[config.mk]
export PLATFORM = sky130hd
export DESIGN_NAME = gain_amp_control
export DESIGN_NICKNAME = d
export VERILOG_FILES = /design/src/gain_amp_pkg.sv /design/src/gain_amp_control.sv
export VERILOG_INCLUDE_DIRS = /design/src /design/src/src
export SDC_FILE = /design/constraint.sdc
export NUM_CORES = 1
export LEC_CHECK = 0
export BUFFER_PORTS_ARGS = -buffer_cell sky130_fd_sc_hd__buf_2
export CAP_MARGIN = 20
export CELL_PAD_IN_SITES_DETAIL_PLACEMENT = 0
export CELL_PAD_IN_SITES_GLOBAL_PLACEMENT = 1
export CORE_MARGIN = 2
export CORE_UTILIZATION = 38
export DETAILED_ROUTE_END_ITERATION = 7
export PLACE_DENSITY = 0.9
export RECOVER_POWER = 25
export SYNTH_ARGS = -nofsm -noshare
export SYNTH_HDL_FRONTEND = slang
export SYNTH_SLANG_ARGS = --single-unit
[constraint.sdc]
create_clock -name clk_sys -period 2.6 [get_ports clk_sys]
set_input_delay 0.65 -clock clk_sys [delete_from_list [all_inputs] [get_ports clk_sys]]
set_output_delay 0.65 -clock clk_sys [all_outputs]
set_load 0.02 [all_outputs]
[src/gain_amp_defs.svh]
// register offsets, field positions and reset values of the gain amplifier control
`ifndef GAIN_AMP_DEFS_SVH
`define GAIN_AMP_DEFS_SVH
`define ADDR_ENABLE 8'h00
`define ADDR_CONTROL 8'h01
`define ADDR_GAIN 8'h02
`define ADDR_OFFSET 8'h03
`define ADDR_RSVD_LO 8'h04
`define ADDR_RSVD_HI 8'h06
`define ADDR_FACTORY 8'h07
`define BIT_AMP_ENABLE 0
`define BIT_OFFSET_CAL 1
`define REFSEL_LSB 4
`define GAIN_RESET 4'h0
`define OFFSET_RESET 6'h00
`define FACTORY_RESET 3'h0
`define REFSEL_RESET 2'h0
`endif

[src/gain_amp_pkg.sv]
// types of the gain amplifier control
package gain_amp_pkg;
    typedef enum logic [1:0] {
        REF_MID_SUPPLY,
        REF_RESERVED,
        REF_PIN_ZERO,
        REF_PIN_ONE
    } ref_sel_t;
    typedef logic signed [2:0] trim_steps_t;
    typedef logic [6:0] gain_factor_t;
endpackage

[src/gain_amp_control.sv]
// register file and analog switch control of the programmable gain amplifier
//
// The placing of the registers and the strobed register port are this design's own decisions.
`timescale 1ns/10ps
`include "gain_amp_defs.svh"

// How it works
// - gain code 0..3 selects 10x,20x,40x,80x; other codes flagged reserved
// - gain and offset trim registers read and write at any time
// - trim fields map 011..001 to -3..-1, 111..101 to +1..+3, 000/100 zero
// - factory test register always readable, writable only in special mode
// - enable clear: low power, inputs open, outputs undriven
// - reference select honoured only while enabled; 01 selects none
// - offset calibration switch closed only while its bit is set
module gain_amp_control (
    input wire logic clk_sys,
    input wire logic sys_rst,
    input wire logic [7:0] bus_addr,
    input wire logic [7:0] bus_wdata,
    input wire logic bus_wr,
    input wire logic bus_rd,
    output logic [7:0] bus_rdata,
    input wire logic special_mode,
    output logic amp_enable,
    output logic amp_output_drive,
    output logic offset_cal_connect,
    output logic [3:0] gain_code,
    output logic [6:0] gain_factor,
    output logic gain_reserved,
    output logic signed [2:0] coarse_steps,
    output logic signed [2:0] fine_steps,
    output logic ref_mid_supply_on,
    output logic reference_pin_zero_on,
    output logic reference_pin_one_on,
    output logic [2:0] factory_bits
);
    import gain_amp_pkg::*;

    function automatic trim_steps_t trim_map(input logic [2:0] c);
        unique case (c)
            3'h3: trim_map = -3'sh3;
            3'h2: trim_map = -3'sh2;
            3'h1: trim_map = -3'sh1;
            3'h7: trim_map = 3'sh1;
            3'h6: trim_map = 3'sh2;
            3'h5: trim_map = 3'sh3;
            default: trim_map = 3'sh0;
        endcase
    endfunction

    function automatic gain_factor_t gain_map(input logic [3:0] g);
        unique case (g)
            4'h0: gain_map = 7'h0a;
            4'h1: gain_map = 7'h14;
            4'h2: gain_map = 7'h28;
            4'h3: gain_map = 7'h50;
            default: gain_map = 7'h00;
        endcase
    endfunction

    logic enable_r, enable_nxt;
    logic cal_r, cal_nxt;
    ref_sel_t refsel_r, refsel_nxt;
    logic [3:0] gain_r, gain_nxt;
    logic [5:0] offset_r, offset_nxt;
    logic [2:0] factory_r, factory_nxt;
    logic [7:0] rdata_nxt;
    logic spec_meta_r, spec_r;

    // special mode arrives from chip level, treated as asynchronous
    always_ff @(posedge clk_sys) begin
        if (sys_rst) begin
            spec_meta_r <= 1'b0;
            spec_r <= 1'b0;
        end else begin
            spec_meta_r <= special_mode;
            spec_r <= spec_meta_r;
        end
    end

    always_comb begin
        enable_nxt = enable_r;
        cal_nxt = cal_r;
        refsel_nxt = refsel_r;
        gain_nxt = gain_r;
        offset_nxt = offset_r;
        factory_nxt = factory_r;
        rdata_nxt = 8'h00;
        // unmapped offsets and the reserved hole write nothing and read back zero
        if (bus_wr) begin
            unique case (bus_addr)
                `ADDR_ENABLE: begin
                    enable_nxt = bus_wdata[`BIT_AMP_ENABLE];
                    cal_nxt = bus_wdata[`BIT_OFFSET_CAL];
                end
                `ADDR_CONTROL: refsel_nxt = ref_sel_t'(bus_wdata[`REFSEL_LSB +: 2]);
                `ADDR_GAIN: gain_nxt = bus_wdata[3:0];
                `ADDR_OFFSET: offset_nxt = bus_wdata[5:0];
                `ADDR_FACTORY: begin
                    // test-only bits: outside special mode a write is dropped silently
                    if (spec_r) begin
                        factory_nxt = bus_wdata[2:0];
                    end
                end
                default: ;
            endcase
        end
        if (bus_rd) begin
            unique case (bus_addr)
                `ADDR_ENABLE: rdata_nxt = {6'h00, cal_r, enable_r};
                `ADDR_CONTROL: rdata_nxt = {2'h0, refsel_r, 4'h0};
                `ADDR_GAIN: rdata_nxt = {4'h0, gain_r};
                `ADDR_OFFSET: rdata_nxt = {2'h0, offset_r};
                `ADDR_FACTORY: rdata_nxt = {5'h00, factory_r};
                default: rdata_nxt = 8'h00;
            endcase
        end
    end

    always_ff @(posedge clk_sys) begin
        if (sys_rst) begin
            enable_r <= 1'b0;
            cal_r <= 1'b0;
            refsel_r <= REF_MID_SUPPLY;
            gain_r <= `GAIN_RESET;
            offset_r <= `OFFSET_RESET;
            factory_r <= `FACTORY_RESET;
            bus_rdata <= 8'h00;
        end else begin
            enable_r <= enable_nxt;
            cal_r <= cal_nxt;
            refsel_r <= refsel_nxt;
            gain_r <= gain_nxt;
            offset_r <= offset_nxt;
            factory_r <= factory_nxt;
            bus_rdata <= rdata_nxt;
        end
    end

    // analog controls are registered from the next register values so they
    // follow a write on the same edge, keeping all outputs flop-driven
    always_ff @(posedge clk_sys) begin
        if (sys_rst) begin
            amp_enable <= 1'b0;
            amp_output_drive <= 1'b0;
            offset_cal_connect <= 1'b0;
            gain_code <= `GAIN_RESET;
            gain_factor <= 7'h00;
            gain_reserved <= 1'b0;
            coarse_steps <= 3'sh0;
            fine_steps <= 3'sh0;
            ref_mid_supply_on <= 1'b0;
            reference_pin_zero_on <= 1'b0;
            reference_pin_one_on <= 1'b0;
            factory_bits <= `FACTORY_RESET;
        end else begin
            amp_enable <= enable_nxt;
            amp_output_drive <= enable_nxt;
            offset_cal_connect <= enable_nxt & cal_nxt;
            gain_code <= gain_nxt;
            gain_factor <= gain_map(gain_nxt);
            gain_reserved <= (gain_nxt > 4'h3);
            coarse_steps <= trim_map(offset_nxt[5:3]);
            fine_steps <= trim_map(offset_nxt[2:0]);
            ref_mid_supply_on <= enable_nxt & (refsel_nxt == REF_MID_SUPPLY);
            reference_pin_zero_on <= enable_nxt & (refsel_nxt == REF_PIN_ZERO);
            reference_pin_one_on <= enable_nxt & (refsel_nxt == REF_PIN_ONE);
            factory_bits <= factory_nxt;
        end
    end
endmodule // gain_amp_control

======== Word-level counts from Yosys, hierarchy flattened ========
Cells that the tools add are included.
word-level totals
  word-level logic and storage cells ...... 63
  output and inout port bits .............. 35
  register bits ........................... 45
  bits of input ports ..................... 21
cells by class
  reductions and logical operators ........ 5
  order comparisons ....................... 1
  equal/unequal tests ..................... 21
  bitwise operators ....................... 5
  mux-type cells .......................... 14
operators with widths
  cell                  number
  $pmux W3 S6           2
  $pmux W6 S5           1
  $pmux W7 S4           1
  $eq A3 B3 Y1 const B  6
  $eq A8 B2 Y1 const B  2
  $eq A3 B2 Y1 const B  4
  $mux W6               2
  $eq A4 B2 Y1 const B  2
  $eq A8 B1 Y1 const B  1
  $eq A8 B3 Y1 const B  1
  $logic_not A8 Y1      1
  $mux W4               2
  $eq A3 B1 Y1 const B  2
  $and A1 B1 Y1         4
  $eq A2 B2 Y1 const B  2
  $eq A4 B1 Y1 const B  1
  $gt A4 B2 Y1 const B  1
  $logic_not A4 Y1      1
  $mux W1               4
  $mux W2               2
  $reduce_and A3 Y1     1
  $logic_not A2 Y1      1
  $reduce_or A2 Y1      1
  $not A1 Y1            1

======== Longest topological paths before layout ========
  depth after elaboration ................. 5
  mapped depth ............................ 8

======== Least setup slack after synthesis ========
No wires, ideal clock.
  kind .................................... input to register
  start point ............................. input port bus_addr[2]
  end point ............................... register coarse_steps[0]
  library setup time ...................... 0.120 ns
  data required time ...................... 2.480 ns
  data arrival time ....................... 2.199 ns
  slack ................................... 0.281 ns
  stages on the path ...................... 8
  path through ............................ buf_6 nor4b_4 nand4_2 buf_6 mux2i_1 inv_1 ha_1 o31a_1
on the way
  word-level cells in the longest chain between the ends .. 5
ends and longest elaborated chain
  item                                  line                     source
  from (decl)                           gain_amp_control.sv:18   input wire logic [7:0] bus_addr,
  $eq A8 B2 Y1 (*)                      gain_amp_control.sv:91   unique case (bus_addr)
  $mux W6 (*)                           gain_amp_control.sv:91
  $mux W6 (*)                           gain_amp_control.sv:90   if (bus_wr) begin
  named net offset_nxt[3]               gain_amp_control.sv:65   logic [5:0] offset_r, offset_nxt;
  $eq A3 B3 Y1 (tied with other cells)  gain_amp_control.sv:40   unique case (c)
  $pmux W3 S6 (*)                       gain_amp_control.sv:40
  to (signal assigned)                  gain_amp_control.sv:163  coarse_steps <= trim_map(offset_nxt[5:3]);
  to (decl)                             gain_amp_control.sv:30   output logic signed [2:0] coarse_steps,
The timed path passes the listed nets; every way through them passes the cells marked *.
A chain may end at the register's enable or synchronous reset.

==> metrics.md <==
| Metric | Value |
|---|---|
| Outcome | finished clean |
| Yosys cell types | 46 |
| GRT Residual Overflow | 0 |
| Maximum clock frequency | 490.7 MHz |
| Clk_lat worst skew | 290 ps |
| # port buffers | 50 |
| Total power | 1.099 mW |
| Worst Slack Setup Final | 562.0 ps |
| Setup violators final | 0 |
| Crit-path leading delay family | buffers and inverters |
| Crit path required time | 2790 ps |
| RR Endpoint | coarse_steps[0] |
| Area after DPL | 0.002056 sq mm |
| Core area | 0.004629 sq mm |
| Max IR drop VDD | 0.1841 mV |
| Worst slack, placed | 281.6 ps |
| Via density | 4.928 |
| Reg2Reg Depth | 4 |
| Die width | 72.79 um |
| Placed insts | 272 |
| Buf/Inv on CP | 1 |
| Worst path arrival time | 2230 ps |
| Row count | 25 |
| Layout Nets | 248 |
| Final Hold Slack | 451.5 ps |
| Gr usage total | 13.40% |
| Hold Vio Cnt, Final | 0 |
| Post-synth ARST share | 0% |
| CP max FO | 33 |
| Root Buffer | clkbuf_8 |
| Via count | 1375 |
| Global-route wire length before repair | 5485 um |
| Layout cells sized above 1 | 26.67% |
| Startpoint types | input port |
| CTS tree | done |
| Synth Area in XOR/XNOR | 0.9743% |
| Die Height | 72.79 um |
| Starting Density | 38.84% |
| Yosys warns | 0 |
| P&R area growth vs syn | 17.54% |
| Slew margin rel. | 4.115% |
| CTS Hold Bufs | 0 |
| Routed WL | 3578 um |
| Post-synth EDFFs | 0 |
| Worst r2r src | offset_r[3] |
| Most used cell, CP | nor3_1 |
| Worst-path clk slew | 70 ps |
| Slowest cell on crit path | clkbuf_1 |
| HP Start | spec_meta_r |
| Max-slew violation count | 0 |
| Critical Path, Cell by Cell | clkbuf_1, nor3_1, nand2_1, nor3_1, a21o_1 |
| Finished Cell Area | 0.002113 sq mm |
| Critical path capture point type | register |
| Routed len/inst | 12.82 um |
| Register area share after synthesis | 46.76% |
| DP HPWL | 2613 um |
| CTS Sinks | 42 |
| First drt pass iteration count | 6 |
| Pwr Density | 520.1 mW/mm^2 |
| Largest net degree at the start of global routing | 34 |
| Max Cap Violations | 0 |
| Final Non-Filler Cells | 279 |
| Tightest Pin Transition | 1438 ps |
| Final Skew | 5.714 ps |
| Clock buffer count from CTS | 5 |
| Post-cts resize count | 0 |
| Commonest non-fill, non-tap cell in the layout | dfxtp_1 |
| Syn_area_per_cell | 10.16 sq um |
| Crit path kind | in2reg |
| Post-CTS setup buffers | 0 |
| IO Pins | 56 |
| Reg2Reg Setup Slack | 1340 ps |
| Util after Layout | 45.65% |
| ANT cells | 0 |
| WHS Endpoint | spec_r |
| CTS max path bufs | 2 |
| Register bit total from synthesis | 42 |
| Final RePlAce weighted congestion | 0.7407 |
| Post-Synth Adder-Cell Area | 1.392% |
| Largest family of logic cells by synthesized area | simple AND/OR/NAND/NOR gates |
| Vias in the first global route | 1228 |
| Crit share post-route | 78.39% |
| Setup tns final | 0 ps |
| Syn Std Cell Area | 0.001798 sq mm |
| Multiplexer share of the synthesized area | 15.45% |
| Fin crit period | 2038 ps |
| Hold Crit Class | reg2reg |
| Worst stage delay on the critical path | 1020 ps |
| Most frequent cells in the layout | dfxtp_1 (42), nor2_1 (36), buf_2 (35) |
| Mapped Cells | 177 |
| WHS Path Cells | 1 |
| Simple-gate share of the synthesized area | 23.52% |
| Clock H-tree levels | 2 |
| Remaining antenna violation count | 0 |
| Synth Area in Compound Gates | 5.637% |
| DR iter-0 viols | 45 |
| RSZ-0062 raised after global routing | no |
| Residual DRC | 0 |
| Leak | 1.030 nW |
| Total die area | 0.005298 sq mm |
| Post-synth top flop | dfxtp_1 |
| Initial antenna violation count | 0 |
[kinds of logic after synthesis]
family	Yosys count
AND/OR/NAND/NOR	72
flip-flops	42
multiplexers	26
XOR/XNOR	2
AO/OA/AOI/OAI	14
buffers and inverters	18
adder cells (fa/ha/maj)	2
other	1
[power breakdown]
group,switching (mW),internal (mW),total (mW)
Sequential,0.00101,0.647,0.648
Clock,0.198,0.185,0.382
Combinational,0.0454,0.0240,0.0693
Total,0.244,0.855,1.10
[cell type report]
class / instances / area (sq um)
fill: 473 / 2516
multi-input combinational: 119 / 855.8
sequential: 42 / 840.8
timing repair buffer: 54 / 261.5
clock buffer: 7 / 76.32
tap: 54 / 67.56
inverter: 3 / 11.26
[worst reg2reg max path, delay by kind of cell, from the launching register on]
kind | cells | cell delay, ps
buffers and inverters | 1 | 80
adder cells (fa/ha/maj) | 1 | 210
multiplexers | 1 | 240
AO/OA/AOI/OAI | 1 | 290
flip-flops | 1 | 330
[cells in the mapped netlist (2+ instances only)]
library cell | number | area [sq um]
dfxtp_1 | 42 | 840.8
nor2_1 | 36 | 135.1
mux2i_1 | 19 | 190.2
nand2_1 | 6 | 22.52
clkbuf_1 | 5 | 18.77
nor3_1 | 5 | 25.02
buf_4 | 4 | 30.03
mux2_2 | 4 | 45.04
a21oi_1 | 3 | 15.01
buf_2 | 3 | 15.01
buf_6 | 3 | 33.78
inv_1 | 3 | 11.26
nand3_1 | 3 | 15.01
a211oi_1 | 2 | 15.01
ha_1 | 2 | 25.02
mux2i_2 | 2 | 27.53
nand4_1 | 2 | 12.51
nand4b_1 | 2 | 17.52
nor2b_1 | 2 | 12.51
nor4_1 | 2 | 12.51
o31ai_1 | 2 | 15.01
[per-layer routing]
layer	up-vias	global-route usage (%)	part of all wire (%)
li1	700	-	-
met1	636	17.27	47
met2	35	20.81	47
met3	4	4.144	5.1
met4	0	5.556	1.2
met5	-	0	0
[registers in the layout (all words and copies together), names as in the netlist, 2 cells and up]
signal	cells
bus_rdata	6
gain_factor	6
offset_r	6
gain_code	4
coarse_steps	3
factory_bits	3
fine_steps	3
refsel_r	2
[worst max-delay path by stage]
| stage | cells after the start | start | endpoint | slack, ps |
|---|---|---|---|---|
| after detailed placement | 7 | bus_addr[2] | coarse_steps[0] | 280 |
| after global routing | 5 | sys_rst | gain_factor[2] | 390 |
| final | 5 | sys_rst | gain_factor[2] | 560 |
| after CTS | 7 | bus_addr[2] | coarse_steps[0] | 580 |
| after floorplan | 8 | bus_addr[2] | coarse_steps[0] | 280 |
| after global placement | 7 | bus_addr[2] | coarse_steps[0] | 290 |
(Power assumes the default switching activity.)
